**config.mk**
```make
export PLATFORM = sky130hd
export DESIGN_NAME = adcsc_top
export DESIGN_NICKNAME = d
export VERILOG_FILES = /design/src/rtl/adcsc_prescaler.v /design/src/rtl/adcsc_top.v /design/src/rtl/adcsc_window.v
export VERILOG_INCLUDE_DIRS = /design/src /design/src/shared
export SDC_FILE = /design/constraint.sdc
export NUM_CORES = 1
export LEC_CHECK = 0
export BUFFER_PORTS_ARGS = -buffer_cell sky130_fd_sc_hd__buf_2
export CAP_MARGIN = 20
export CORE_ASPECT_RATIO = 2
export CORE_MARGIN = 8
export CORE_UTILIZATION = 65
export DETAILED_ROUTE_END_ITERATION = 10
export HOLD_SLACK_MARGIN = 0.12
export PLACE_DENSITY_LB_ADDON = 0.3
export SYNTH_ARGS = -nofsm -noshare
export SYNTH_HDL_FRONTEND = slang
export SYNTH_SLANG_ARGS = --single-unit
```
**constraint.sdc**
```tcl
create_clock -name clk -period 13.9 [get_ports clk]
set_input_delay 1.39 -clock clk [delete_from_list [all_inputs] [get_ports clk]]
set_output_delay 1.39 -clock clk [all_outputs]
set_load 0.05 [all_outputs]
```
**src/shared/adcsc_defines.vh**
```
`ifndef ADCSC_DEFINES_VH
`define ADCSC_DEFINES_VH
// Register indices, byte address is four times the index
`define ADCSC_IDX_CTRL 8'h00
`define ADCSC_IDX_ACCUM 8'h01
`define ADCSC_IDX_REFPRE 8'h02
`define ADCSC_IDX_DELAY 8'h03
`define ADCSC_IDX_WINMODE 8'h04
`define ADCSC_IDX_SAMPLE_EXTEND 8'h05
`define ADCSC_IDX_CMD 8'h08
`define ADCSC_IDX_IEN 8'h0a
`define ADCSC_IDX_FLAGS 8'h0b
`define ADCSC_IDX_RESULT 8'h10
`define ADCSC_IDX_WINLO 8'h12
`define ADCSC_IDX_WINHI 8'h14
// Field positions
`define ADCSC_EN_BIT 0
`define ADCSC_FREE_BIT 1
`define ADCSC_RES_BIT 2
`define ADCSC_ACC_LSB 0
`define ADCSC_DIV_LSB 0
`define ADCSC_REF_LSB 4
`define ADCSC_CAP_BIT 6
`define ADCSC_SDLY_LSB 0
`define ADCSC_AUTO_DELAY_VARY_BIT 4
`define ADCSC_IDLY_LSB 5
`define ADCSC_WIN_LSB 0
`define ADCSC_SLEN_LSB 0
`define ADCSC_START_BIT 0
`define ADCSC_RR_BIT 0
`define ADCSC_WM_BIT 1
// Reset values
`define ADCSC_RST_REG8 8'h00
`define ADCSC_RST_REG16 16'h0000
// Codes
`define ADCSC_ACC_RSVD 3'h7
`define ADCSC_REF_INTERNAL 2'h0
`define ADCSC_WIN_NONE 3'h0
`define ADCSC_WIN_BELOW 3'h1
`define ADCSC_WIN_ABOVE 3'h2
`define ADCSC_WIN_INSIDE 3'h3
`define ADCSC_WIN_OUTSIDE 3'h4
// Counts in converter clocks, divider base in system clocks
`define ADCSC_SAMP_BASE 6'h02
`define ADCSC_IDLY_UNIT 9'h008
`define ADCSC_IDLY_MAX_CODE 3'h5
`define ADCSC_DIV_BASE 9'h002
`endif
```
**src/rtl/adcsc_prescaler.v**
```verilog
`include "adcsc_defines.vh"
`default_nettype none
module adcsc_prescaler (
  input wire clk,
  input wire sys_rst,
  input wire [2:0] div_sel,
  output reg conv_tick,
  output reg conv_clk
);
  reg [7:0] cnt_q;
  wire [8:0] div_w;
  wire [8:0] last_w;
  wire [8:0] half_w;

  // Divide by two, doubling per code up to 256
  assign div_w = `ADCSC_DIV_BASE << div_sel;
  assign last_w = div_w - 9'h001;
  assign half_w = {1'b0, div_w[8:1]};

  always @(posedge clk or posedge sys_rst) begin
    if (sys_rst) begin
      cnt_q <= 8'h00;
      conv_tick <= 1'b0;
      conv_clk <= 1'b0;
    end else begin
      if (cnt_q >= last_w[7:0]) begin
        cnt_q <= 8'h00;
        conv_tick <= 1'b1;
      end else begin
        cnt_q <= cnt_q + 8'h01;
        conv_tick <= 1'b0;
      end
      conv_clk <= ({1'b0, cnt_q} >= half_w);
    end
  end
endmodule // adcsc_prescaler
`default_nettype wire

```
**src/rtl/adcsc_top.v**
```verilog
// What this block does
// - Accumulate 1 to 64 samples by code
// - Sum set into result as one conversion
// - Capacitor select: normal or reduced capacitance
// - Reference: internal, supply or external pin
// - Converter clock is divided by 2 to 256
// - Startup delay 0 to 256 converter clocks
// - Startup delay also after deep sleep wake
// - Inter-sample delay from four-bit field
// - Auto variation increments delay, wraps at 15
// - Sample switch open during inter-sample delay
// - Window mode: off, below, above, inside or outside
// - Compare 16-bit result with 16-bit thresholds
// - Inside mode uses strict bounds both sides
// - Outside mode flags strictly below or above
// - Sampling lasts two plus extension clocks
// - Extension lengthens the whole conversion time
// - Eight-bit mode drops two low bits
// - Interrupt while flag and enable both set
// - Continuous mode restarts after each conversion
//
// Our own choice: the APB interface to the registers.
`include "adcsc_defines.vh"
`default_nettype none
module adcsc_top #(
  parameter SMP_W = 10,
  parameter ACC_W = 16
) (
  input wire clk,
  input wire sys_rst,
  input wire psel,
  input wire penable,
  input wire pwrite,
  input wire [7:0] paddr,
  input wire [31:0] pwdata,
  output wire [31:0] prdata,
  output wire pready,
  output wire pslverr,
  input wire [SMP_W-1:0] analog_data,
  input wire analog_done,
  input wire deep_sleep_wake,
  output wire adc_clk,
  output wire sample_switch_closed,
  output wire conv_start,
  output wire [1:0] reference_sel,
  output wire sample_cap_sel,
  output wire irq
);
  localparam [5:0] ST_IDLE = 6'h01;
  localparam [5:0] ST_INIT = 6'h02;
  localparam [5:0] ST_SAMP = 6'h04;
  localparam [5:0] ST_CONV = 6'h08;
  localparam [5:0] ST_GAP = 6'h10;
  localparam [5:0] ST_DONE = 6'h20;
  localparam [7:0] RST8 = `ADCSC_RST_REG8;
  localparam [15:0] RST16 = `ADCSC_RST_REG16;

  function addr_hit(input [7:0] addr, input [7:0] idx);
    begin
      addr_hit = (addr == {idx[5:0], 2'b00});
    end
  endfunction

  function [6:0] acc_total(input [2:0] code);
    begin
      if (code == `ADCSC_ACC_RSVD) begin
        acc_total = 7'h01;
      end else begin
        acc_total = 7'h01 << code;
      end
    end
  endfunction

  function [8:0] init_len(input [2:0] code);
    begin
      if (code == 3'h0) begin
        init_len = 9'h000;
      end else if (code > `ADCSC_IDLY_MAX_CODE) begin
        init_len = `ADCSC_IDLY_UNIT << `ADCSC_IDLY_MAX_CODE;
      end else begin
        init_len = `ADCSC_IDLY_UNIT << code;
      end
    end
  endfunction

  // Register file
  reg enable_q;
  reg continuous_mode_q;
  reg resolution_sel_q;
  reg [2:0] accum_count_sel_q;
  reg sample_cap_sel_q;
  reg [1:0] reference_sel_q;
  reg [2:0] clock_divider_sel_q;
  reg [2:0] startup_delay_sel_q;
  reg auto_delay_vary_q;
  reg [3:0] inter_sample_delay_q;
  reg [2:0] window_mode_sel_q;
  reg [4:0] sample_extend_q;
  reg [ACC_W-1:0] window_low_threshold_q;
  reg [ACC_W-1:0] window_high_threshold_q;
  reg [ACC_W-1:0] conversion_result_q;
  reg result_ready_en_q;
  reg window_match_en_q;
  reg result_ready_flag_q;
  reg window_match_flag_q;
  reg init_pending_q;
  // Bus answer
  reg [31:0] prdata_q;
  reg pready_q;
  reg pslverr_q;
  reg [31:0] rdata_d;
  reg mapped_d;
  // Sequencer
  reg [5:0] state_q;
  reg [8:0] tcnt_q;
  reg [6:0] nsmp_q;
  reg [ACC_W-1:0] acc_q;
  reg conv_start_q;
  reg switch_q;
  reg irq_q;
  wire conv_tick;
  wire conv_clk;
  wire win_match;
  wire wr_en;
  wire start_req;
  wire [ACC_W-1:0] sample_w;
  wire [SMP_W-1:0] sample_trim;
  wire [8:0] samp_last;
  wire [6:0] nsmp_next;
  wire busy;

  assign wr_en = psel & penable & pready_q & pwrite;
  assign busy = ~state_q[0];
  assign start_req = wr_en & addr_hit(paddr, `ADCSC_IDX_CMD) & pwdata[`ADCSC_START_BIT];
  // Two low bits dropped in eight-bit mode
  assign sample_trim = resolution_sel_q ? (analog_data >> 2) : analog_data;
  assign sample_w = {{(ACC_W-SMP_W){1'b0}}, sample_trim};
  // Two base clocks plus extension
  assign samp_last = {3'h0, `ADCSC_SAMP_BASE + {1'b0, sample_extend_q}} - 9'h001;
  assign nsmp_next = nsmp_q + 7'h01;

  adcsc_prescaler u_clock_divider_sel (
    .clk(clk),
    .sys_rst(sys_rst),
    .div_sel(clock_divider_sel_q),
    .conv_tick(conv_tick),
    .conv_clk(conv_clk)
  );

  adcsc_window #(
    .W(ACC_W)
  ) u_win (
    .result(acc_q),
    .low(window_low_threshold_q),
    .high(window_high_threshold_q),
    .mode(window_mode_sel_q),
    .match(win_match)
  );

  // Read mux and address decode
  always @* begin
    rdata_d = 32'h0000_0000;
    mapped_d = 1'b1;
    if (addr_hit(paddr, `ADCSC_IDX_CTRL)) begin
      rdata_d[`ADCSC_EN_BIT] = enable_q;
      rdata_d[`ADCSC_FREE_BIT] = continuous_mode_q;
      rdata_d[`ADCSC_RES_BIT] = resolution_sel_q;
    end else if (addr_hit(paddr, `ADCSC_IDX_ACCUM)) begin
      rdata_d[`ADCSC_ACC_LSB+2:`ADCSC_ACC_LSB] = accum_count_sel_q;
    end else if (addr_hit(paddr, `ADCSC_IDX_REFPRE)) begin
      rdata_d[`ADCSC_DIV_LSB+2:`ADCSC_DIV_LSB] = clock_divider_sel_q;
      rdata_d[`ADCSC_REF_LSB+1:`ADCSC_REF_LSB] = reference_sel_q;
      rdata_d[`ADCSC_CAP_BIT] = sample_cap_sel_q;
    end else if (addr_hit(paddr, `ADCSC_IDX_DELAY)) begin
      rdata_d[`ADCSC_SDLY_LSB+3:`ADCSC_SDLY_LSB] = inter_sample_delay_q;
      rdata_d[`ADCSC_AUTO_DELAY_VARY_BIT] = auto_delay_vary_q;
      rdata_d[`ADCSC_IDLY_LSB+2:`ADCSC_IDLY_LSB] = startup_delay_sel_q;
    end else if (addr_hit(paddr, `ADCSC_IDX_WINMODE)) begin
      rdata_d[`ADCSC_WIN_LSB+2:`ADCSC_WIN_LSB] = window_mode_sel_q;
    end else if (addr_hit(paddr, `ADCSC_IDX_SAMPLE_EXTEND)) begin
      rdata_d[`ADCSC_SLEN_LSB+4:`ADCSC_SLEN_LSB] = sample_extend_q;
    end else if (addr_hit(paddr, `ADCSC_IDX_CMD)) begin
      rdata_d[`ADCSC_START_BIT] = busy;
    end else if (addr_hit(paddr, `ADCSC_IDX_IEN)) begin
      rdata_d[`ADCSC_RR_BIT] = result_ready_en_q;
      rdata_d[`ADCSC_WM_BIT] = window_match_en_q;
    end else if (addr_hit(paddr, `ADCSC_IDX_FLAGS)) begin
      rdata_d[`ADCSC_RR_BIT] = result_ready_flag_q;
      rdata_d[`ADCSC_WM_BIT] = window_match_flag_q;
    end else if (addr_hit(paddr, `ADCSC_IDX_RESULT)) begin
      rdata_d[ACC_W-1:0] = conversion_result_q;
    end else if (addr_hit(paddr, `ADCSC_IDX_WINLO)) begin
      rdata_d[ACC_W-1:0] = window_low_threshold_q;
    end else if (addr_hit(paddr, `ADCSC_IDX_WINHI)) begin
      rdata_d[ACC_W-1:0] = window_high_threshold_q;
    end else begin
      mapped_d = 1'b0;
    end
  end

  // APB answer, one wait state per access
  always @(posedge clk or posedge sys_rst) begin
    if (sys_rst) begin
      pready_q <= 1'b0;
      pslverr_q <= 1'b0;
      prdata_q <= 32'h0000_0000;
    end else begin
      pready_q <= psel & penable & ~pready_q;
      if (psel & penable & ~pready_q) begin
        pslverr_q <= ~mapped_d;
        prdata_q <= pwrite ? 32'h0000_0000 : rdata_d;
      end else begin
        pslverr_q <= 1'b0;
      end
    end
  end

  // Configuration registers
  always @(posedge clk or posedge sys_rst) begin
    if (sys_rst) begin
      enable_q <= RST8[`ADCSC_EN_BIT];
      continuous_mode_q <= RST8[`ADCSC_FREE_BIT];
      resolution_sel_q <= RST8[`ADCSC_RES_BIT];
      accum_count_sel_q <= RST8[2:0];
      sample_cap_sel_q <= RST8[`ADCSC_CAP_BIT];
      reference_sel_q <= RST8[1:0];
      clock_divider_sel_q <= RST8[2:0];
      startup_delay_sel_q <= RST8[2:0];
      auto_delay_vary_q <= RST8[`ADCSC_AUTO_DELAY_VARY_BIT];
      window_mode_sel_q <= RST8[2:0];
      sample_extend_q <= RST8[4:0];
      window_low_threshold_q <= RST16[ACC_W-1:0];
      window_high_threshold_q <= RST16[ACC_W-1:0];
      result_ready_en_q <= RST8[0];
      window_match_en_q <= RST8[0];
    end else if (wr_en & ~pslverr_q) begin
      if (addr_hit(paddr, `ADCSC_IDX_CTRL)) begin
        enable_q <= pwdata[`ADCSC_EN_BIT];
        continuous_mode_q <= pwdata[`ADCSC_FREE_BIT];
        resolution_sel_q <= pwdata[`ADCSC_RES_BIT];
      end
      if (addr_hit(paddr, `ADCSC_IDX_ACCUM)) begin
        accum_count_sel_q <= pwdata[`ADCSC_ACC_LSB+2:`ADCSC_ACC_LSB];
      end
      if (addr_hit(paddr, `ADCSC_IDX_REFPRE)) begin
        clock_divider_sel_q <= pwdata[`ADCSC_DIV_LSB+2:`ADCSC_DIV_LSB];
        reference_sel_q <= pwdata[`ADCSC_REF_LSB+1:`ADCSC_REF_LSB];
        sample_cap_sel_q <= pwdata[`ADCSC_CAP_BIT];
      end
      if (addr_hit(paddr, `ADCSC_IDX_DELAY)) begin
        auto_delay_vary_q <= pwdata[`ADCSC_AUTO_DELAY_VARY_BIT];
        startup_delay_sel_q <= pwdata[`ADCSC_IDLY_LSB+2:`ADCSC_IDLY_LSB];
      end
      if (addr_hit(paddr, `ADCSC_IDX_WINMODE)) begin
        window_mode_sel_q <= pwdata[`ADCSC_WIN_LSB+2:`ADCSC_WIN_LSB];
      end
      if (addr_hit(paddr, `ADCSC_IDX_SAMPLE_EXTEND)) begin
        sample_extend_q <= pwdata[`ADCSC_SLEN_LSB+4:`ADCSC_SLEN_LSB];
      end
      if (addr_hit(paddr, `ADCSC_IDX_IEN)) begin
        result_ready_en_q <= pwdata[`ADCSC_RR_BIT];
        window_match_en_q <= pwdata[`ADCSC_WM_BIT];
      end
      if (addr_hit(paddr, `ADCSC_IDX_WINLO)) begin
        window_low_threshold_q <= pwdata[ACC_W-1:0];
      end
      if (addr_hit(paddr, `ADCSC_IDX_WINHI)) begin
        window_high_threshold_q <= pwdata[ACC_W-1:0];
      end
    end
  end

  // Sampling delay, software write wins over auto increment
  always @(posedge clk or posedge sys_rst) begin
    if (sys_rst) begin
      inter_sample_delay_q <= RST8[3:0];
    end else if (wr_en & addr_hit(paddr, `ADCSC_IDX_DELAY)) begin
      inter_sample_delay_q <= pwdata[`ADCSC_SDLY_LSB+3:`ADCSC_SDLY_LSB];
    end else if (state_q[3] & analog_done & auto_delay_vary_q) begin
      inter_sample_delay_q <= inter_sample_delay_q + 4'h1;
    end
  end

  // Startup delay request: enable, switch to internal reference, wake
  always @(posedge clk or posedge sys_rst) begin
    if (sys_rst) begin
      init_pending_q <= 1'b0;
    end else if (wr_en & addr_hit(paddr, `ADCSC_IDX_CTRL) & pwdata[`ADCSC_EN_BIT] & ~enable_q) begin
      init_pending_q <= 1'b1;
    end else if (wr_en & addr_hit(paddr, `ADCSC_IDX_REFPRE)
                 & (pwdata[`ADCSC_REF_LSB+1:`ADCSC_REF_LSB] == `ADCSC_REF_INTERNAL)
                 & (reference_sel_q != `ADCSC_REF_INTERNAL)) begin
      init_pending_q <= 1'b1;
    end else if (deep_sleep_wake) begin
      init_pending_q <= 1'b1;
    end else if (state_q[1] & (tcnt_q >= init_len(startup_delay_sel_q))) begin
      init_pending_q <= 1'b0;
    end
  end

  // Conversion sequencer
  always @(posedge clk or posedge sys_rst) begin
    if (sys_rst) begin
      state_q <= ST_IDLE;
      tcnt_q <= 9'h000;
      nsmp_q <= 7'h00;
      acc_q <= RST16[ACC_W-1:0];
      conv_start_q <= 1'b0;
      conversion_result_q <= RST16[ACC_W-1:0];
    end else if (!enable_q) begin
      state_q <= ST_IDLE;
      tcnt_q <= 9'h000;
      conv_start_q <= 1'b0;
    end else begin
      conv_start_q <= 1'b0;
      case (state_q)
        ST_IDLE: begin
          if (start_req) begin
            acc_q <= RST16[ACC_W-1:0];
            nsmp_q <= 7'h00;
            tcnt_q <= 9'h000;
            state_q <= init_pending_q ? ST_INIT : ST_SAMP;
          end
        end
        ST_INIT: begin
          if (tcnt_q >= init_len(startup_delay_sel_q)) begin
            tcnt_q <= 9'h000;
            state_q <= ST_SAMP;
          end else if (conv_tick) begin
            tcnt_q <= tcnt_q + 9'h001;
          end
        end
        ST_SAMP: begin
          if (conv_tick) begin
            if (tcnt_q >= samp_last) begin
              tcnt_q <= 9'h000;
              conv_start_q <= 1'b1;
              state_q <= ST_CONV;
            end else begin
              tcnt_q <= tcnt_q + 9'h001;
            end
          end
        end
        ST_CONV: begin
          if (analog_done) begin
            acc_q <= acc_q + sample_w;
            nsmp_q <= nsmp_next;
            tcnt_q <= 9'h000;
            if (nsmp_next >= acc_total(accum_count_sel_q)) begin
              state_q <= ST_DONE;
            end else begin
              state_q <= ST_GAP;
            end
          end
        end
        ST_GAP: begin
          if (tcnt_q >= {5'h00, inter_sample_delay_q}) begin
            tcnt_q <= 9'h000;
            state_q <= ST_SAMP;
          end else if (conv_tick) begin
            tcnt_q <= tcnt_q + 9'h001;
          end
        end
        ST_DONE: begin
          conversion_result_q <= acc_q;
          acc_q <= RST16[ACC_W-1:0];
          nsmp_q <= 7'h00;
          tcnt_q <= 9'h000;
          if (continuous_mode_q) begin
            state_q <= ST_SAMP;
          end else begin
            state_q <= ST_IDLE;
          end
        end
        default: begin
          state_q <= ST_IDLE;
        end
      endcase
    end
  end

  // Flags: write one clears, a same-cycle set wins
  always @(posedge clk or posedge sys_rst) begin
    if (sys_rst) begin
      result_ready_flag_q <= 1'b0;
      window_match_flag_q <= 1'b0;
    end else begin
      if (state_q[5]) begin
        result_ready_flag_q <= 1'b1;
      end else if (wr_en & addr_hit(paddr, `ADCSC_IDX_FLAGS) & pwdata[`ADCSC_RR_BIT]) begin
        result_ready_flag_q <= 1'b0;
      end
      if (state_q[5] & win_match) begin
        window_match_flag_q <= 1'b1;
      end else if (wr_en & addr_hit(paddr, `ADCSC_IDX_FLAGS) & pwdata[`ADCSC_WM_BIT]) begin
        window_match_flag_q <= 1'b0;
      end
    end
  end

  // Sample switch and interrupt outputs
  always @(posedge clk or posedge sys_rst) begin
    if (sys_rst) begin
      switch_q <= 1'b0;
      irq_q <= 1'b0;
    end else begin
      switch_q <= state_q[2] & enable_q;
      irq_q <= (result_ready_flag_q & result_ready_en_q)
               | (window_match_flag_q & window_match_en_q);
    end
  end

  assign prdata = prdata_q;
  assign pready = pready_q;
  assign pslverr = pslverr_q;
  assign adc_clk = conv_clk;
  assign sample_switch_closed = switch_q;
  assign conv_start = conv_start_q;
  assign reference_sel = reference_sel_q;
  assign sample_cap_sel = sample_cap_sel_q;
  assign irq = irq_q;
endmodule // adcsc_top
`default_nettype wire

```
**src/rtl/adcsc_window.v**
```verilog
`include "adcsc_defines.vh"
`default_nettype none
module adcsc_window #(
  parameter W = 16
) (
  input wire [W-1:0] result,
  input wire [W-1:0] low,
  input wire [W-1:0] high,
  input wire [2:0] mode,
  output reg match
);
  always @* begin
    case (mode)
      `ADCSC_WIN_BELOW: match = (result < low);
      `ADCSC_WIN_ABOVE: match = (result > high);
      `ADCSC_WIN_INSIDE: match = (result > low) && (result < high);
      `ADCSC_WIN_OUTSIDE: match = (result < low) || (result > high);
      default: match = 1'b0;
    endcase
  end
endmodule // adcsc_window
`default_nettype wire

```
# Word level (Yosys, flattened, before mapping)
# Index checks and enable logic that the tools add are counted.
# word_totals
in_bits	57
elab_cells	255
ff_bits	166
# op_classes
addsub	8
mux	114
n_lt_le_gt_ge	12
eq_ne	31
n_shift	3
n_reduce_logical	24
n_bitwise	30
# ops
cell	n
$mux 16	15
$mux 9	16
$mux 15	7
$pmux 9 s6	1
$mux 6	8
$pmux 16 s3	1
$mux 7	6
$mux 13	3
$pmux 6 s6	1
$gt 16x16->1	2
$lt 16x16->1	2
$mux 1	28
$mux 14	2
$ge 9x9->1	3
$and 1x1->1	24
$eq 8x6->1 const B	3
$eq 8x7->1 const B	3
$mux 8	3
$mux 3	7
$pmux 7 s3	1
$reduce_and 2->1	10
$mux 2	9
$add 16x10->16	1
$eq 8x4->1 const B	2
46 further kinds	64

# Depth between registers and ports, before layout
# logic_depth
ltp_word	36
depth_mapped	13
ltp_nobuf	11

# Modules after synthesis
# From an unflattened synthesis, not the netlist that was laid out.
# hier_totals
cells_unflattened	1009
area_unflattened_um2	9774.4
# modules_own_cells
module	cells_per_inst	area_each_um2	n_inst	seq_area_each_um2
adcsc_top	802	8070.2	1	3504.6
adcsc_window	118	865.8	1	0.0
adcsc_prescaler	89	838.3	1	250.2

# Worst setup path before layout
# No wires, ideal clock.
# synth_timing
path_type	input to register
startpoint	input port analog_data[3]
endpoint	register acc_q[13]
stages	10
arrival_ns	3.550
path_slack_ns	10.226
path_cell_list	mux2_2 > ha_1 > a211oi_1 > o21bai_1 > a2111oi_0 > o31ai_1 > a21oi_1 > nor4_1 > a21oi_1 > nand2_1
# synth_between
elab_chain_cells	4
# synth_rtl
element	line	rtl
start: declaration	adcsc_top.v:39	input wire [SMP_W-1:0] analog_data,
$mux 10	adcsc_top.v:136	assign sample_trim = resolution_sel_q ? (analog_data >> 2) : analog_data;
$add 16x10->16	adcsc_top.v:346	acc_q <= acc_q + sample_w;
$mux 16	adcsc_top.v:345	if (analog_done) begin
$pmux 16 s3	adcsc_top.v:316	case (state_q)
end signal: assignment	adcsc_top.v:319	acc_q <= RST16[ACC_W-1:0];
end signal: assignment	adcsc_top.v:346	
end signal: assignment	adcsc_top.v:366	acc_q <= RST16[ACC_W-1:0];
end: declaration	adcsc_top.v:117	reg [ACC_W-1:0] acc_q;
# No other way between the ends. The select of a mux whose other input is x is not followed.
# A chain may end at the register's enable or synchronous reset.

# Worst setup path in the final report
# Same ends and word-level chain as after synthesis.

==> flow_metrics.env <==
export IMPL_routed_wl_um=23400
export IMPL_clock_latency_ps=440
export IMPL_dpl_worst_slack_ps=9670
export IMPL_grt_pass1_wl_um=38700
export IMPL_clk_path_buf_depth=2
export IMPL_syn_to_final_growth_pct=9.94
export IMPL_finalCritPeriodShare_pct=27.9
export IMPL_coreArea_um2=14600
export IMPL_grt_pass1_vias=7681
export IMPL_finalSetupViolCount=0
export IMPL_antenna_found_initial=0
export IMPL_hold_end="prdata[11]$_DFFE_PP0P_"
export IMPL_syn_cell_area_um2=9570
export IMPL_yosysWarnings=0
export IMPL_crit_chain="buf_2, mux2_2, ha_1, a211oi_1, o21bai_1, a2111oi_0, o31ai_1, a21oi_1, nor4_1, a21oi_1, nand2_1"
export IMPL_final_setup_skew_ps=9.09
export IMPL_p_per_area_nw_per_um2=96.7
export IMPL_num_rows=63
export IMPL_drive_gt1_share_pct=19.0
export IMPL_dominantRegCellSynth="dfrtp_1"
export IMPL_syn_avg_cell_area_um2=9.71
export IMPL_drtIter0Drc=654
export IMPL_r2r_setup_slack_ps=10250
export IMPL_post_synth_top_area_cell="dfrtp_1"
export IMPL_cts_sinks=150
export IMPL_critPathMaxFanout=6
export IMPL_die_area_um2=19100
export IMPL_timing_fmax_mhz=258
export IMPL_synthTopCellsByArea="dfrtp_1 (39%), ha_1 (11%), mux2_2 (9.8%)"
export IMPL_fill_cells=1097
export IMPL_synth_seq_cells=150
export IMPL_min_from="prdata[11]$_DFFE_PP0P_"
export IMPL_cp_required_ps=14220
export IMPL_status="complete, no violations"
export IMPL_cts_root_buffer="clkbuf_16"
export IMPL_wl_per_cell_um=18.9
export IMPL_htreeDepth=4
export IMPL_hold_path_class="register to register"
export IMPL_worstMarginPinSlew_ps=1060
export IMPL_die_h_um=188
export IMPL_slowest_stage="a2111oi_0"
export IMPL_grt_max_degree=99
export IMPL_r2r_start="resolution_sel_q$_DFFE_PP0P_"
export IMPL_rr_endpoint="acc_q[13]$_DFFE_PP0P_"
export IMPL_worstPathArrival_ps=4200
export IMPL_dp_hpwl_um=16900
export IMPL_seqCellArea_um2=3750
export IMPL_rr_worst_depth=10
export IMPL_multi_input_area_um2=5370
export IMPL_ant_nets=0
export IMPL_antennaDiodeCount=0
export IMPL_postCtsResizedCells=0
export IMPL_fin_ws_ps=10020
export IMPL_relSlewSlack_pct=29.2
export IMPL_peakVddDrop_mv=0.0817
export IMPL_post_route_drc_count=0
export IMPL_vias_per_cell=6.35
export IMPL_synth_cell_types=66
export IMPL_cp_end_kind="register"
export IMPL_portBuffers=65
export IMPL_io_pins=98
export IMPL_synth_edf_count=0
export IMPL_leakage_uw=0.00509
export IMPL_crit_family="compound AO/OA/AOI/OAI gates"
export IMPL_power_uw=1020
export IMPL_fin_crit_ps=3880
export IMPL_max_cap_viol_count=0
export IMPL_gp_congestion=0.898
export IMPL_stdcell_count=1240
export IMPL_rsz0062_at_grt="false"
export IMPL_netlist_instances=985
export IMPL_hold_viol=0
export IMPL_critical_path_class="primary input to register"
export IMPL_whs_path_depth=2
export IMPL_finalNetCount=1177
export IMPL_critPathLaunchType="primary input"
export IMPL_synth_seq_area_share_pct=39.3
export IMPL_path_clk_slew_ps=70
export IMPL_placed_cells=1207
export IMPL_path_common_cell="a21oi_1"
export IMPL_dr_pass1_iters=6
export IMPL_cts_buffers=17
export IMPL_setup_tns_ps=0
export IMPL_via_count=7869
export IMPL_initial_core_util_pct=65.6
export IMPL_synth_top_cell_area_share_pct=39.0
export IMPL_grt_ovfl_total=0
export IMPL_post_cts_setup_buffers=0
export IMPL_track_usage_pct=25.5
export IMPL_fp_dieW_um=102
export IMPL_slowest_delay_ps=620
export IMPL_hold_buffers=0
export IMPL_cp_num_buf_inv=1
export IMPL_drv_slew=0
export IMPL_async_flop_share_pct=100
export IMPL_cts_tree="yes"
per-stage QoR:
step | area [um2] | util [%] | hold WS [ps]
4_1_cts | 10500 | 72.1 | 484
3_3_place_gp | 9930 | 68.1 | 461
5_1_grt | 10500 | 72.1 | 505
6_report | 10500 | 72.1 | 479
2_1_floorplan | 9620 | - | 449
3_5_place_dp | 9930 | 68.1 | 469
tightest hold or removal path: stages (launching register included):
cell     delay (ps)
dfrtp_1         340
nand2_1          50
o21ai_0          60
power by group:
group	internal, uW	leakage [uW]	switching [uW]
logic	35.8	0.00275	71.8
clock network	240	0.000279	214
registers	445	0.00206	10.7
total	721	0.00509	297
state kept, by name, indices dropped and copies added (netlist names), 2 cells and up:
signal / cells
u_clock_divider_sel.cnt_q: 8
clock_divider_sel_q: 3
sample_extend_q: 5
prdata: 16
inter_sample_delay_q: 4
reference_sel: 2
accum_count_sel_q: 3
window_mode_sel_q: 3
state_q: 6
tcnt_q: 9
startup_delay_sel_q: 3
window_high_threshold_q: 16
nsmp_q: 7
conversion_result_q: 16
acc_q: 16
window_low_threshold_q: 16
cell usage after synthesis, types with 8 or more instances:
master    instances
dfrtp_1         149
nand2_1          91
ha_1             87
mux2_2           83
o21ai_0          63
inv_1            59
nand3_1          45
a21oi_1          42
nor2_1           41
clkbuf_1         28
nor3_1           19
buf_4            16
xor2_1           16
a21o_1           14
nor2b_1          14
a222oi_1         13
nand2b_1         13
a22o_1           12
o31ai_1          12
or3_1            12
xnor2_1          12
a22oi_1          10
buf_2            10
nor4_1           10
o211ai_1         10
and3_1            9
nand4_1           8
how the worst max path moves through the flow:
stage,endpoint,slack [ps],cells after the start,startpoint
2_1_floorplan,acc_q[0]$_DFFE_PP0P_,8480,1,sys_rst
3_3_place_gp,acc_q[15]$_DFFE_PP0P_,9810,11,analog_data[3]
3_5_place_dp,acc_q[13]$_DFFE_PP0P_,9670,11,analog_data[3]
4_1_cts,acc_q[13]$_DFFE_PP0P_,10070,11,analog_data[3]
5_1_grt,acc_q[15]$_DFFE_PP0P_,9750,11,analog_data[3]
6_report,acc_q[13]$_DFFE_PP0P_,10020,11,analog_data[3]
routing by layer:
metal / GRT usage [%] / vias to the layer above / share of wire, %
met5: 0 / - / 0
met4: 10.9 / 0 / 2.7
met3: 4.16 / 42 / 6.0
met2: 41.4 / 307 / 50
met1: 32.4 / 3859 / 41
li1: - / 3661 / -
logic make-up after synthesis:
logic type / Yosys count / synth area share (%)
AOI/OAI and AO/OA: 218 / 15.0
xor gates and xnor gates: 28 / 2.56
adders and majority gates: 88 / 11.6
muxes: 87 / 10.2
buffers and inverters: 114 / 5.23
DFF: 150 / 39.3
and+or+nand+nor: 298 / 16.1
other: 2 / 0.0785
cell usage in the layout (no fill, tap or decap), types with 6 or more instances in the layout:
master,synthesis,final
o21ai_0,63,63
ha_1,87,87
or3_1,12,12
buf_2,10,65
inv_8,0,6
conb_1,2,17
nand3_1,45,45
a21oi_1,42,42
o211ai_1,10,10
nand3b_1,6,6
nor2b_1,14,14
a22o_1,12,12
nor2_1,41,41
xor2_1,16,16
xnor2_1,12,12
a22oi_1,10,10
a222oi_1,13,13
and3_1,9,9
nand2b_1,13,13
nor3_1,19,19
dfrtp_1,149,149
inv_1,59,58
mux2_2,83,83
a21o_1,14,14
o31ai_1,12,12
nand2_1,91,91
nand4_1,8,8
a211oi_1,6,6
nor4_1,10,10
clkbuf_16,0,17
area by class of cell:
type,count,share of cell area (%)
inverters,59,2.15
flip-flops and latches,150,35.7
repair buffers,68,3.31
well taps,195,2.32
multi-input cells,736,51.0
clock buffers,17,4.05
clock inverters,15,1.44
(Power assumes the default switching activity.)
